**src/core/fcp_pkg.sv**
```systemverilog
// Constants, field layout and carrier types of the four-channel PWM generator
package fcp_pkg;

  localparam int          NCH           = 4;
  localparam int          CW            = 16;
  localparam int          DIV_DEFAULT   = 64;

  // Register indices within the window, byte address is four times the index
  localparam logic [7:0]  WIN_HIGH      = 8'hEC;
  localparam logic [7:0]  OFF_CON0      = 8'h00;
  localparam logic [7:0]  OFF_CON1      = 8'h02;
  localparam logic [7:0]  OFF_POL       = 8'h04;
  localparam logic [7:0]  OFF_ENA       = 8'h06;
  localparam logic [3:0]  GRP_CNT       = 4'h1;
  localparam logic [3:0]  GRP_PER       = 4'h2;
  localparam logic [3:0]  GRP_PW        = 4'h3;

  // Field positions of run_and_irq_control
  localparam int          CON0_RUN_LSB  = 0;
  localparam int          CON0_DIV_LSB  = 4;
  localparam int          CON0_IE_LSB   = 8;
  localparam int          CON0_IRQ_LSB  = 12;

  // Field positions of mode_and_output_control
  localparam int          CON1_OE_LSB   = 0;
  localparam int          CON1_ALN_LSB  = 4;
  localparam int          CON1_BURST    = 12;
  localparam int          CON1_SS_LSB   = 12;
  localparam logic [15:0] CON1_MASK     = 16'hD0FF;

  // Enable bits of the configuration register
  localparam int          ENA_SYS_BIT   = 2;
  localparam int          ENA_PER_BIT   = 4;
  localparam logic [15:0] ENA_MASK      = 16'h0014;

  localparam logic [15:0] RST_VALUE     = 16'h0000;

  typedef enum logic [2:0] {
    FCP_K_NONE = 3'h0,
    FCP_K_CON0 = 3'h1,
    FCP_K_CON1 = 3'h3,
    FCP_K_POL  = 3'h2,
    FCP_K_ENA  = 3'h6,
    FCP_K_CNT  = 3'h7,
    FCP_K_PER  = 3'h5,
    FCP_K_PW   = 3'h4
  } fcp_kind_e;

  typedef struct packed {
    fcp_kind_e  kind;
    logic [1:0] ch;
  } fcp_sel_s;

  typedef struct packed {
    logic [NCH-1:0][CW-1:0] cnt;
    logic [NCH-1:0][CW-1:0] per;
    logic [NCH-1:0][CW-1:0] per_sh;
    logic [NCH-1:0][CW-1:0] pw;
    logic [NCH-1:0][CW-1:0] pw_sh;
    logic [NCH-1:0]         down;
    logic [NCH-1:0]         abort;
    logic [NCH-1:0]         run;
    logic [NCH-1:0]         div;
    logic [NCH-1:0]         ie;
    logic [NCH-1:0]         irq;
    logic [15:0]            con1;
    logic [NCH-1:0]         pol;
    logic [15:0]            ena;
    logic [5:0]             pre;
    logic [NCH-1:0]         pins;
    logic                   pready;
    logic                   pslverr;
    logic [31:0]            prdata;
  } fcp_state_s;

endpackage : fcp_pkg

```
**src/core/fcp_top.sv**
```systemverilog
// Four-channel PWM generator with APB register slave
//
// What this block does
// - Four channels, each a 16-bit up/down counter, period and width with shadows.
// - Block runs only while both configuration enable bits 2 and 4 are set.
// - Registers decode only inside the EC00h to ECFFh index window.
// - Each pin is its channel output XOR its polarity bit, cleared at reset.
// - Edge mode counts up to period shadow, then wraps to zero.
// - Edge mode output high while counter at or above width shadow.
// - Edge mode period is period shadow plus one ticks.
// - Width zero gives constant high; width above period gives constant low.
// - Center mode counts up to period, reverses, down to zero, reverses.
// - Center mode rises counting up at width, falls counting down below it.
// - Center mode period is twice period shadow plus two ticks.
// - Burst bit puts channel 0 AND channel 1 on pin 0; pin 1 unchanged.
// - Burst AND result is registered onto pin 0, free of glitches.
// - Polarity XOR is applied after the burst AND.
// - In burst, channels 0 and 1 keep their own alignment modes.
// - Single shot exists only on channels 2 and 3, per select bit.
// - Single shot clears counter and run bit on count after period match.
// - Single shot output high at or above width, low once cleared.
// - Counter writes take effect at once, moving pending edges.
// - Writing the period shadow value to a running single shot's counter ends it next clock.
// - Each counter ticks at clock rate or clock divided by 64.
// - Shadows load at each cycle start or on write while stopped.
// - Run bit gates the counter tick and direct shadow loads on write; software sets it.
// - Disabled output keeps pin off the PWM signal; pending flags still set.
module fcp_top #(
  parameter int DIV = fcp_pkg::DIV_DEFAULT
) (
  input  wire logic                     REF_CLK,
  input  wire logic                     RESET_N,
  input  wire logic                     PSEL,
  input  wire logic                     PENABLE,
  input  wire logic                     PWRITE,
  input  wire logic [17:0]              PADDR,
  input  wire logic [31:0]              PWDATA,
  output logic      [31:0]              PRDATA,
  output logic                          PREADY,
  output logic                          PSLVERR,
  output logic      [fcp_pkg::NCH-1:0]  PWM_OUT
);

  if (DIV != 64) begin : g_div_check
    $error("fcp_top: prescaler must be 64");
  end

  fcp_pkg::fcp_state_s state;
  fcp_pkg::fcp_state_s next_state;
  logic                rst_meta;
  logic                rst_n;

  // Reset release synchroniser
  always_ff @(posedge REF_CLK or negedge RESET_N) begin
    if (!RESET_N) begin
      rst_meta <= 1'b0;
      rst_n    <= 1'b0;
    end else begin
      rst_meta <= 1'b1;
      rst_n    <= rst_meta;
    end
  end

  // Address decode of a word index
  function automatic fcp_pkg::fcp_sel_s decode(input logic [15:0] idx);
    fcp_pkg::fcp_sel_s sel;
    sel.kind = fcp_pkg::FCP_K_NONE;
    sel.ch   = idx[2:1];
    if (idx[15:8] == fcp_pkg::WIN_HIGH) begin
      if (idx[7:0] == fcp_pkg::OFF_CON0) begin
        sel.kind = fcp_pkg::FCP_K_CON0;
      end else if (idx[7:0] == fcp_pkg::OFF_CON1) begin
        sel.kind = fcp_pkg::FCP_K_CON1;
      end else if (idx[7:0] == fcp_pkg::OFF_POL) begin
        sel.kind = fcp_pkg::FCP_K_POL;
      end else if (idx[7:0] == fcp_pkg::OFF_ENA) begin
        sel.kind = fcp_pkg::FCP_K_ENA;
      end else if (idx[3] == 1'b0 && idx[0] == 1'b0) begin
        if (idx[7:4] == fcp_pkg::GRP_CNT) begin
          sel.kind = fcp_pkg::FCP_K_CNT;
        end else if (idx[7:4] == fcp_pkg::GRP_PER) begin
          sel.kind = fcp_pkg::FCP_K_PER;
        end else if (idx[7:4] == fcp_pkg::GRP_PW) begin
          sel.kind = fcp_pkg::FCP_K_PW;
        end
      end
    end
    return sel;
  endfunction : decode

  always_comb begin
    fcp_pkg::fcp_sel_s sel;
    logic              active;
    logic              pre_tc;
    logic              tick;
    logic              ss;
    logic              start;
    logic              wr;
    logic [15:0]       wd;
    logic [15:0]       rd;
    logic [fcp_pkg::NCH-1:0] raw;
    logic [fcp_pkg::NCH-1:0] irq_set;
    logic [fcp_pkg::NCH-1:0] chan;
    sel        = decode(PADDR[17:2]);
    active     = 1'b0;
    pre_tc     = 1'b0;
    tick       = 1'b0;
    ss         = 1'b0;
    start      = 1'b0;
    wr         = 1'b0;
    wd         = PWDATA[15:0];
    rd         = fcp_pkg::RST_VALUE;
    raw        = '0;
    irq_set    = '0;
    chan       = '0;
    next_state = state;

    active = state.ena[fcp_pkg::ENA_SYS_BIT] & state.ena[fcp_pkg::ENA_PER_BIT];
    pre_tc = (state.pre == 6'(DIV - 1));
    if (active) begin
      next_state.pre = pre_tc ? 6'h00 : state.pre + 6'h01;
    end else begin
      next_state.pre = 6'h00;
    end

    for (int i = 0; i < fcp_pkg::NCH; i++) begin
      raw[i] = (state.cnt[i] >= state.pw_sh[i]);
      tick   = active & state.run[i] & (~state.div[i] | pre_tc);
      ss     = (i >= 2) && state.con1[fcp_pkg::CON1_SS_LSB + i];
      start  = 1'b0;
      if (ss && state.run[i] && state.abort[i]) begin
        next_state.cnt[i]   = fcp_pkg::RST_VALUE;
        next_state.run[i]   = 1'b0;
        next_state.abort[i] = 1'b0;
        start               = 1'b1;
      end else if (tick) begin
        if (ss || !state.con1[fcp_pkg::CON1_ALN_LSB + i]) begin
          if (state.cnt[i] == state.per_sh[i]) begin
            next_state.cnt[i] = fcp_pkg::RST_VALUE;
            start             = 1'b1;
            if (ss) begin
              next_state.run[i] = 1'b0;
            end
          end else begin
            next_state.cnt[i] = state.cnt[i] + 16'h0001;
          end
        end else if (!state.down[i]) begin
          if (state.cnt[i] == state.per_sh[i]) begin
            next_state.down[i] = 1'b1;
          end else begin
            next_state.cnt[i] = state.cnt[i] + 16'h0001;
          end
        end else begin
          if (state.cnt[i] == fcp_pkg::RST_VALUE) begin
            next_state.down[i] = 1'b0;
            start              = 1'b1;
          end else begin
            next_state.cnt[i] = state.cnt[i] - 16'h0001;
          end
        end
      end
      if (!ss || !state.run[i]) begin
        next_state.abort[i] = 1'b0;
      end
      if (start) begin
        next_state.per_sh[i] = state.per[i];
        next_state.pw_sh[i]  = state.pw[i];
        irq_set[i]           = 1'b1;
      end
    end

    // Burst combine, then output enable, then polarity, all registered
    chan = raw;
    if (state.con1[fcp_pkg::CON1_BURST]) begin
      chan[0] = raw[0] & raw[1];
    end
    for (int i = 0; i < fcp_pkg::NCH; i++) begin
      if (state.con1[fcp_pkg::CON1_OE_LSB + i]) begin
        next_state.pins[i] = chan[i] ^ state.pol[i];
      end else begin
        next_state.pins[i] = state.pol[i];
      end
    end

    // APB read data and error, registered with pready
    unique case (sel.kind)
      fcp_pkg::FCP_K_CON0: rd = {state.irq, state.ie, state.div, state.run};
      fcp_pkg::FCP_K_CON1: rd = state.con1;
      fcp_pkg::FCP_K_POL:  rd = {12'h000, state.pol};
      fcp_pkg::FCP_K_ENA:  rd = state.ena;
      fcp_pkg::FCP_K_CNT:  rd = state.cnt[sel.ch];
      fcp_pkg::FCP_K_PER:  rd = state.per[sel.ch];
      fcp_pkg::FCP_K_PW:   rd = state.pw[sel.ch];
      fcp_pkg::FCP_K_NONE: rd = fcp_pkg::RST_VALUE;
    endcase
    if (PSEL && PENABLE && !state.pready) begin
      next_state.pready  = 1'b1;
      next_state.pslverr = (sel.kind == fcp_pkg::FCP_K_NONE);
      next_state.prdata  = {16'h0000, rd};
    end else begin
      next_state.pready  = 1'b0;
      next_state.pslverr = 1'b0;
      next_state.prdata  = 32'h0000_0000;
    end
    wr = PSEL & PENABLE & PWRITE & state.pready & ~state.pslverr;

    if (wr) begin
      unique case (sel.kind)
        fcp_pkg::FCP_K_CON0: begin
          next_state.run = wd[fcp_pkg::CON0_RUN_LSB +: fcp_pkg::NCH];
          next_state.div = wd[fcp_pkg::CON0_DIV_LSB +: fcp_pkg::NCH];
          next_state.ie  = wd[fcp_pkg::CON0_IE_LSB +: fcp_pkg::NCH];
        end
        fcp_pkg::FCP_K_CON1: next_state.con1 = wd & fcp_pkg::CON1_MASK;
        fcp_pkg::FCP_K_POL:  next_state.pol  = wd[fcp_pkg::NCH-1:0];
        fcp_pkg::FCP_K_ENA:  next_state.ena  = wd & fcp_pkg::ENA_MASK;
        fcp_pkg::FCP_K_CNT: begin
          next_state.cnt[sel.ch] = wd;
          if (sel.ch[1] && state.con1[fcp_pkg::CON1_SS_LSB + 32'(sel.ch)]
              && state.run[sel.ch] && wd == state.per_sh[sel.ch]) begin
            next_state.abort[sel.ch] = 1'b1;
          end
        end
        fcp_pkg::FCP_K_PER: begin
          next_state.per[sel.ch] = wd;
          if (!state.run[sel.ch]) begin
            next_state.per_sh[sel.ch] = wd;
          end
        end
        fcp_pkg::FCP_K_PW: begin
          next_state.pw[sel.ch] = wd;
          if (!state.run[sel.ch]) begin
            next_state.pw_sh[sel.ch] = wd;
          end
        end
        fcp_pkg::FCP_K_NONE: begin
        end
      endcase
    end

    // Pending flags: hardware set wins over a software clear
    if (wr && sel.kind == fcp_pkg::FCP_K_CON0) begin
      next_state.irq = wd[fcp_pkg::CON0_IRQ_LSB +: fcp_pkg::NCH] | irq_set;
    end else begin
      next_state.irq = state.irq | irq_set;
    end
  end

  always_ff @(posedge REF_CLK or negedge rst_n) begin
    if (!rst_n) begin
      state <= '0;
    end else begin
      state <= next_state;
    end
  end

  assign PRDATA  = state.prdata;
  assign PREADY  = state.pready;
  assign PSLVERR = state.pslverr;
  assign PWM_OUT = state.pins;

endmodule : fcp_top

```
**config.mk**
```make
export PLATFORM = sky130hd
export DESIGN_NAME = fcp_top
export DESIGN_NICKNAME = d
export VERILOG_FILES = /design/src/core/fcp_pkg.sv /design/src/core/fcp_top.sv
export SDC_FILE = /design/constraint.sdc
export NUM_CORES = 1
export LEC_CHECK = 0
export BUFFER_PORTS_ARGS = -buffer_cell sky130_fd_sc_hd__buf_2
export CAP_MARGIN = 10
export CORE_ASPECT_RATIO = 1.75
export CORE_MARGIN = 8
export CORE_UTILIZATION = 30
export CTS_BUF_LIST = sky130_fd_sc_hd__clkbuf_4 sky130_fd_sc_hd__clkbuf_8
export CTS_CLUSTER_SIZE = 10
export DETAILED_ROUTE_END_ITERATION = 10
export GPL_ROUTABILITY_DRIVEN = 0
export GPL_TIMING_DRIVEN = 0
export HOLD_SLACK_MARGIN = 0.1
export PLACE_DENSITY = 0.53
export SLEW_MARGIN = 20
export SYNTH_ARGS = -nofsm -noshare
export SYNTH_HDL_FRONTEND = slang
export SYNTH_SLANG_ARGS = --single-unit
```
**constraint.sdc**
```tcl
create_clock -name REF_CLK -period 12.75 [get_ports REF_CLK]
set_input_delay 1.275 -clock REF_CLK [delete_from_list [all_inputs] [get_ports REF_CLK]]
set_output_delay 1.275 -clock REF_CLK [all_outputs]
set_load 0.01 [all_outputs]
```
==> impl_results.md, run 1 <==
- Outcome: complete, no violations
- Crit end category: register
- Unrepaired setup endpoints after global routing: no
- Yosys warns: 0
- Area share of the largest cell type after synthesis: 0.386
- Vias in the first global route: 23.4k
- Multi-input gate area: approximately 14000 µm²
- Syn Area/Cell: 9.54 µm²
- Largest net degree at the start of global routing: 55
- Area contributors post-synth: dfrtp_1, mux2_2, mux2i_1
- Commonest cells post-synth: dfrtp_1, nand2_1, nor2_1
- Post-CTS Setup Bufs: 0
- Max Fanout on Critical Path: 10
- Max Clock Skew: about 0.035 ns
- Yosys reg bits: 389
- Most used DFF post-synth: dfrtp_1
- Leakage power: 12.5 nW
- CORE AREA: 83200 µm²
- Fillcell total: between 8k and 9k
- Sequential Area: just under 10000 µm²
- Final setup violation count: 0
- Layout area overhead: 13.0%
- Hold WC Path Type: register to async pin
- Total CTS buffers: 59
- Post-Syn Area: around 25000 µm²
- Dpl hpwl: 93800 µm
- Mapped Cells: between 2k and 3k
- PwrDens: ~91 nW/µm²
- Hold_buf cts: 0
- Max IR drop VDD: 0.0734 mV
- Count leader, synth: dfrtp_1
- Post-synth ARST share: 1.00
- Slew Viols, Final: 0
- FMAX: 228 MHz
- Area leader, netlist: dfrtp_1
- Ports: 93
- Post-DRT Antenna Nets: 0
- Initial DRC Count: a little over 2k
- # port buffers: between 50 and 60
- Die Area: 93900 µm²
- Worst rel slew slack: 0.189
- Final TNS setup: 0 ns
- Kind of start point of the critical path: primary input
- Tmin final: 4.38 ns
- Final period util: 0.344
- DR WL/cell: 31.1 µm
- Worst-Margin Slew: roughly 1.2 ns
- Worst-path clk slew: roughly 0.07 ns
- Worst endpoint data arrival time: between 4 and 5 ns
- Gr usage total: 0.253
- Initial DRT Pass Iterations: 7
- Vias: 23.0k
- # DRC: 0
- Chip height: 399 µm
- Share of cells above drive strength 1: 0.172
- Worst EP required: roughly 13 ns
- CTS tree: yes
- Clock tree buffer depth: 3
- Starting density of the core: 0.303
- Clk root buf: clkbuf_8
- Via density per instance: between 5 and 6
- Clock latency on the worst-skew pair: 0.73 ns
- Clk sink count: 389
- First-pass GRT wire length: 171000 µm
- Sequential fraction of the synthesis area: 0.386
- Congestion Overflow GR: 0
- Die W: ~240 µm
- Kind of critical path: primary input to register
- Final net count: 2916
- Antenna violations before repair: 10
- Final hold vios: 0
- FP Rows: 140
- CTS H-tree depth: 2
- Max_cap viols: 0
- Netlist cell types: between 80 and 90
- # resized after CTS: 0
- Post-synth EDFFs: 0
- Final core utilization: 0.342
- Final wirelength: 121000 µm
[kinds of logic after synthesis]
family                     count (synthesis)  share of synthesized area
other                                      2                   0.000298
xor gates and xnor gates                 101                     0.0351
muxes                                    370                      0.186
adders and majority gates                 79                     0.0392
AOI/OAI and AO/OA                        567                      0.140
and+or+nand+nor                          783                      0.153
DFF                                      389                      0.386
buffers and inverters                    350                     0.0599
[worst max-delay path: stages]
cell and delay [ns]:
buf_2 0.15, buf_2 0.40, buf_1 0.85, buf_2 0.54, mux4_2 0.58, nand2_1 0.08, o21ai_0 0.39, a222oi_1 0.59
nor2_1 0.09
[metal layers]
metal	share of wire	wire length (µm)	GRT usage	up-vias
met5	0.00027	33	0	-
met4	0.13	15800	0.270	6
met3	0.061	7350	0.0491	515
met2	0.50	60100	0.452	1220
met1	0.31	37800	0.232	11400
li1	-	-	-	9860
[placed cells by master, fill, tap and decap left out, types with 11 or more instances in the layout]
| cell | n |
|---|---|
| a211oi_1 | 21 |
| a21o_1 | 19 |
| a21oi_1 | 161 |
| a22oi_1 | 13 |
| a31oi_1 | 25 |
| and2_1 | 15 |
| and3_1 | 32 |
| buf_1 | 11 |
| buf_2 | 81 |
| buf_4 | 39 |
| clkbuf_1 | 171 |
| clkbuf_4 | 16 |
| clkbuf_8 | 71 |
| clkinv_2 | 11 |
| conb_1 | 17 |
| dfrtp_1 | 388 |
| ha_1 | 79 |
| inv_1 | 91 |
| mux2_2 | 145 |
| mux2i_1 | 151 |
| mux4_2 | 64 |
| nand2_1 | 219 |
| nand2b_1 | 11 |
| nand3_1 | 59 |
| nand4_1 | 41 |
| nor2_1 | 203 |
| nor2b_1 | 13 |
| nor3_1 | 65 |
| nor4_1 | 42 |
| o211ai_1 | 17 |
| o21a_1 | 11 |
| o21ai_0 | 162 |
| o21ai_1 | 16 |
| o31ai_1 | 13 |
| or3_1 | 18 |
| xnor2_1 | 32 |
| xor2_1 | 69 |
[through the flow]
step           std cells  power, W  setup WS (ns)  hold slack [ns]  area [µm²]
2_1_floorplan       2656   0.00133           1.11            0.331       25300
4_1_cts             3889   0.00259           8.46            0.324       28400
6_report            3897   0.00259           8.37            0.309       28500
3_3_place_gp        3774   0.00139          -4.43            0.336       26900
5_1_grt             3893   0.00265           8.37            0.302       28500
3_5_place_dp        3784   0.00140           7.73            0.339       27100
[layout make-up]
| cell class | count | area share |
|---|---|---|
| Antenna cell | 6 | 0.000527 |
| Buffer | 257 | 0.0411 |
| Clock buffer | 85 | 0.0378 |
| Clock inverter | 20 | 0.00835 |
| Inverter | 93 | 0.0123 |
| Multi-Input combinational cell | 1917 | 0.494 |
| Sequential cell | 389 | 0.342 |
| Tap cell | 1065 | 0.0468 |
| Timing Repair Buffer | 65 | 0.0175 |
[where the power goes]
group          switching, W  internal [W]
registers        0.00000287       0.00123
clock network      0.000564      0.000644
logic              0.000110     0.0000347
total              0.000677       0.00191
[path summary, 6_finish.rpt]
check                            from         end  slack [ns]  cells past startpoint
max                          PADDR[3]  PRDATA[14]        8.37                      9
min                             rst_n  state[409]        0.31                      0
max reg2reg                state[409]  state[419]        8.41                      8
min reg2reg                     rst_n  state[409]        0.31                      0
max in group asynchronous       rst_n  state[241]       10.52                      5
min in group REF_CLK         rst_meta       rst_n        0.35                      0
Power figures use the tool's default switching activity.
==> run 2, diff against run 1 <==
PLACE_DENSITY = 0.54   (was 0.53)
clock period = 3.9 ns   (was 12.75 ns; I/O delays follow)
==> run 2 against run 1 <==
Effect of this change: non-clock buffer count increased by 18; critical endpoint is now state[414]; sequential power grew to 3.3 times the previous value; design area rose by 0.68%; utilization grew 0.23 points; largest cell class unchanged; critical path type is now register to register; clock-buffer cell count down 7; die area stayed put.
==> impl_results.md, run 2 (same netlist as run 1, synthesis figures left out) <==
- Outcome: complete, no violations
- Post-DRT Antenna Nets: 0
- Grt met1 use: 0.238
- DP Worst Slack: -0.238 ns
- Congestion Overflow GR: 0
- # port buffers: 53
- Final wirelength: 121000 µm
- Layout area overhead: 13.8%
- Chip height: 399 µm
- Final Instance Area: 28700 µm²
- Largest net degree at the start of global routing: 56
- CTS tree: yes
- Initial DRC Count: 2153
- Antenna violations before repair: 8
- Busiest layer in global routing: met2
- Critical path cell sequence: xnor2_1 -> nand4_1 -> nor4_4 -> buf_12 -> clkbuf_1 -> o21a_1 -> o211ai_1 -> a211oi_1 -> a21o_1
- PwrDens: 295 nW/µm²
- Max Fanout on Critical Path: 10
- Clk sink count: 389
- Kind of critical path: register to register
- Worst EP required: 4.56 ns
- # DRC: 0
- Final period util: 0.984
- Most frequent cells in the layout: dfrtp_1, nand2_1, nor2_1
- Worst-path clk slew: about 0.08 ns
- Die Area: 93900 µm²
- Worst endpoint data arrival time: 4.50 ns
- Share of cells above drive strength 1: 0.171
- Final core utilization: 0.345
- Final hold vios: 0
- CP peak stage delay: 0.76 ns
- Gr usage total: 0.253
- Ports: 93
- Vias in the first global route: 23.1k
- Commonest non-fill, non-tap cell in the layout: dfrtp_1
- Kind of start point of the critical path: register
- Max_cap viols: 0
- FMAX: approximately 260 MHz
- Initial DRT Pass Iterations: 6
- Via density per instance: slightly below 6
- DR WL/cell: 31.0 µm
- Max Clock Skew: 0.0561 ns
- Tmin final: between 3 and 4 ns
- Clock tree buffer depth: 3
- Worst-Margin Slew: ~1.2 ns
- Starting density of the core: 0.303
- Vias: approximately 23k
- GR Layer Usage met3: 0.0413
- Final net count: 2933
- CORE AREA: 83200 µm²
- FP Rows: 140
- First-pass GRT wire length: between 150000 and 200000 µm
- CP max-delay cell: xnor2_1
- Met2 usage: 0.457
- Final setup violation count: 0
- Sequential Area: 9740 µm²
- CTS H-tree depth: 2
- Fillcell total: roughly 8.5k
- Max IR drop VDD: 0.232 mV
- Die W: 235 µm
- Unrepaired setup endpoints after global routing: no
- Total power: 0.00847 W
- Final TNS setup: 0 ns
- Worst rel slew slack: 0.205
- Slew Viols, Final: 0
- Multi-input gate area: 14100 µm²
- Leakage power: 12.5 nW
- PnR worst setup slack: 0.0622 ns
- Clk root buf: clkbuf_8
- DP Area: 27100 µm²
- Dpl hpwl: 92900 µm
- Reg-to-reg slack, setup: 0.06 ns
- Clock latency on the worst-skew pair: 0.73 ns
- Hold WC Path Type: primary input to register
- Total CTS buffers: 58
- Crit end category: register
run 2: changes by cell type in the layout (fill, tap and decap cells not counted), sizes merged:
cell / previous run / this run
buf: 142 / 147
bufinv: 5 / 6
clkbuf: 265 / 254
clkinv: 12 / 13
clkinvlp: 2 / 3
diode: 6 / 5
dlygate4sd3: 0 / 17
run 2: final cells by class:
| cell class | instances | area share |
|---|---|---|
| diodes | 5 | 0.000436 |
| plain buffers | 257 | 0.0408 |
| clock buffers | 78 | 0.0355 |
| clock inverters | 23 | 0.00986 |
| inverters | 93 | 0.0122 |
| multi-input cells | 1917 | 0.491 |
| flip-flops and latches | 389 | 0.340 |
| well taps | 1065 | 0.0465 |
| repair buffers | 83 | 0.0239 |
run 2: stage by stage:
| stage | hold slack, ns | std cells |
|---|---|---|
| floorplan | 0.0944 | 2656 |
| CTS | 0.101 | 3896 |
| global placement | 0.175 | 3774 |
| global route | 0.142 | 3907 |
| detailed placement | 0.178 | 3783 |
| finish | 0.139 | 3910 |
run 2: worst max-delay path, delay by kind of cell (launching register included):
family          cells  cell delay, ns
compound gates      4            1.13
xor+xnor            1            0.76
buf+inv             2            0.66
flops               1            0.50
simple gates        2            0.71
run 2: path summary, 6_finish.rpt:
check | start | endpoint | depth (start not counted)
worst max register to register | state[411] | state[414] | 9
worst min register to register | rst_meta | rst_n | 0
max in group asynchronous | rst_n | state[129] | 3
worst min-delay path | PWDATA[5] | state[413] | 3
worst max-delay path | state[411] | state[414] | 9
min in group asynchronous | rst_n | state[103] | 0
run 2: power by group:
part	switching (W)	total, W	internal (W)	leakage, nW
Sequential	0.0000119	0.00405	0.00404	4.56
Clock	0.00184	0.00393	0.00210	0.680
Combinational	0.000366	0.000490	0.000124	7.28
run 2: routing by layer:
layer / part of all wire / wire length (µm)
met1: 0.32 / 38400
met3: 0.057 / 6870
met5: 0.00030 / 36
met4: 0.13 / 15400
met2: 0.50 / 60400
run 2: timing repair:
item,in CTS,in global routing
endpoints found under the hold margin,14,8
endpoints found under the setup margin,44,47
pin swaps,0,1
hold buffers,12,5
resized for setup,3,8
setup buffers,0,1
gates cloned,0,0
==> run 3, diff against run 2 <==
PLACE_DENSITY = 0.47   (was 0.54)
==> run 3 against run 2 <==
Effect of this change: worst setup slack improved by 0.075 ns; hold slack about the same; flip-flop and latch count did not move; first-iteration DRC count up 14%; sequential power barely moved; wire length rose by 0.99%; highest routed layer is now met4.
==> impl_results.md, run 3 (same netlist as run 1, synthesis figures left out) <==
- Crit end category: register
- PwrDens: 293 nW/µm²
- Met2 usage: 0.465
- CP bufs+invs: 3
- Final net count: 2926
- CTS H-tree depth: 2
- Worst-path clk slew: about 0.080 ns
- Busiest layer in global routing: met2
- Max Fanout on Critical Path: 10
- CP delay by family, top: simple AND/OR/NAND/NOR gates
- # DRC: 0
- Via density per instance: between 5 and 6
- Final setup violation count: 0
- DR WL/cell: 31.3 µm
- GR Layer Usage met3: 0.0331
- Critical path cell sequence: clkbuf_1 -> xor2_1 -> nor4_1 -> and4_1 -> inv_1 -> o22ai_1 -> nand2_1 -> buf_1 -> mux2i_1 -> o21ai_0
- Die W: around 240 µm
- FMAX: 266 MHz
- Final core utilization: 0.344
- Post-DRT Antenna Nets: 0
- CORE AREA: 83200 µm²
- Final std cells w/o fill: 3911
- Max_cap viols: 0
- FP Rows: 140
- Vias in the first global route: 23.9k
- Reg-to-reg slack, setup: 0.14 ns
- Tmin final: approximately 3.8 ns
- Worst endpoint data arrival time: around 4.3 ns
- Max Clock Skew: between 0.02 and 0.025 ns
- Gr usage total: 0.255
- Worst rel slew slack: 0.203
- Ports: 93
- Max IR drop VDD: about 0.22 mV
- Clk root buf: clkbuf_8
- Slew Viols, Final: 0
- Final hold vios: 0
- Final wirelength: 122000 µm
- Initial DRT Pass Iterations: 7
- Worst R2R End: state[242]
- CTS tree: yes
- Vias: between 20k and 25k
- Worst-Margin Slew: between 1 and 1.5 ns
- Grt met1 use: 0.245
- Hold WC Path Type: primary input to register
- Clock latency on the worst-skew pair: 0.68 ns
- Worst EP required: 4.42 ns
- Total CTS buffers: 61
- R2r worst-path depth: 10
- Final period util: 0.965
- Die Area: 93900 µm²
- Commonest non-fill, non-tap cell in the layout: dfrtp_1
- Starting density of the core: 0.303
- Largest net degree at the start of global routing: 60
- CP max-delay cell: nor4_1
- Worst R2R Start: state[371]
- Critical path launch point: state[371]
- Worst hold path stage count: 2
- Unrepaired setup endpoints after global routing: no
- Chip height: 399 µm
- CP peak stage delay: roughly 0.55 ns
- WP depth: 10
- Layout area overhead: 13.6%
- Congestion Overflow GR: 0
- Placed insts: 3782
- Clock tree buffer depth: 3
- Leakage power: 12.5 nW
- Most frequent cells in the layout: dfrtp_1, nand2_1, nor2_1
- Outcome: complete, no violations
- First-pass GRT wire length: ~170000 µm
- Share of cells above drive strength 1: 0.175
- # port buffers: 53
- Kind of start point of the critical path: register
- Antenna violations before repair: 3
- Dpl hpwl: 95900 µm
- Clk sink count: 389
- Kind of critical path: register to register
- Initial DRC Count: 2458
- HP Start: PWDATA[3]
==> run 3: per-layer routing <==
layer / vias up / wire length (µm)
met3: 460 / 6420
met5: - / 0
li1: 9865 / -
met1: 11600 / 39600
met4: 0 / 14100
met2: 1251 / 62200
==> run 3: power by group <==
group,leakage [nW],switching (W),total [W],internal [W]
Sequential,4.56,0.00000932,0.00405,0.00404
Clock,0.705,0.00183,0.00386,0.00203
Combinational,7.24,0.000368,0.000485,0.000118
==> run 3: worst register-to-register path, cell delays in order, from the launching register on <==
cell	delay [ns]
dfrtp_1	0.36
clkbuf_1	0.53
xor2_1	0.15
nor4_1	0.55
and4_1	0.44
inv_1	0.17
o22ai_1	0.21
nand2_1	0.30
buf_1	0.53
mux2i_1	0.30
o21ai_0	0.10
==> run 3: what timing repair did <==
| item | 4_1_cts | 5_1_grt |
|---|---|---|
| resized for setup | 4 | 12 |
| setup buffers | 0 | 2 |
| hold endpoints to repair | 10 | 0 |
| hold buffers | 10 | 0 |
| pin swaps | 0 | 1 |
| endpoints found under the setup margin | 60 | 76 |
==> run 3: area by class of cell <==
class | count | area (µm²)
Fill cell | 8469 | 54600
Clock buffer | 97 | 1200
Multi-Input combinational cell | 1917 | 14100
Sequential cell | 389 | 9740
Timing Repair Buffer | 73 | 593
Inverter | 93 | 349
Buffer | 257 | 1180
Tap cell | 1065 | 1330
Antenna cell | 4 | 10.0
Clock inverter | 16 | 116
==> run 3: metrics by stage <==
stage	cell area (µm²)	TNS (ns)	setup WS (ns)	hold WS, ns	total power (W)
floorplan	25300	0	0.0739	0.0944	0.00434
global placement	26900	-623.56	-1.69	0.175	0.00456
detailed placement	27100	-11.66	-0.361	0.177	0.00459
CTS	28500	0	0.0152	0.103	0.00843
global route	28600	0	0.0380	0.113	0.00861
finish	28600	0	0.137	0.140	0.00839
==> run 3: worst max-delay path by stage <==
stage | slack (ns) | end
3_3_place_gp | -1.69 | async pin
2_1_floorplan | 0.07 | PRDATA[0]
4_1_cts | 0.02 | state[274]
3_5_place_dp | -0.36 | state[278]
6_report | 0.14 | state[242]
5_1_grt | 0.04 | state[245]
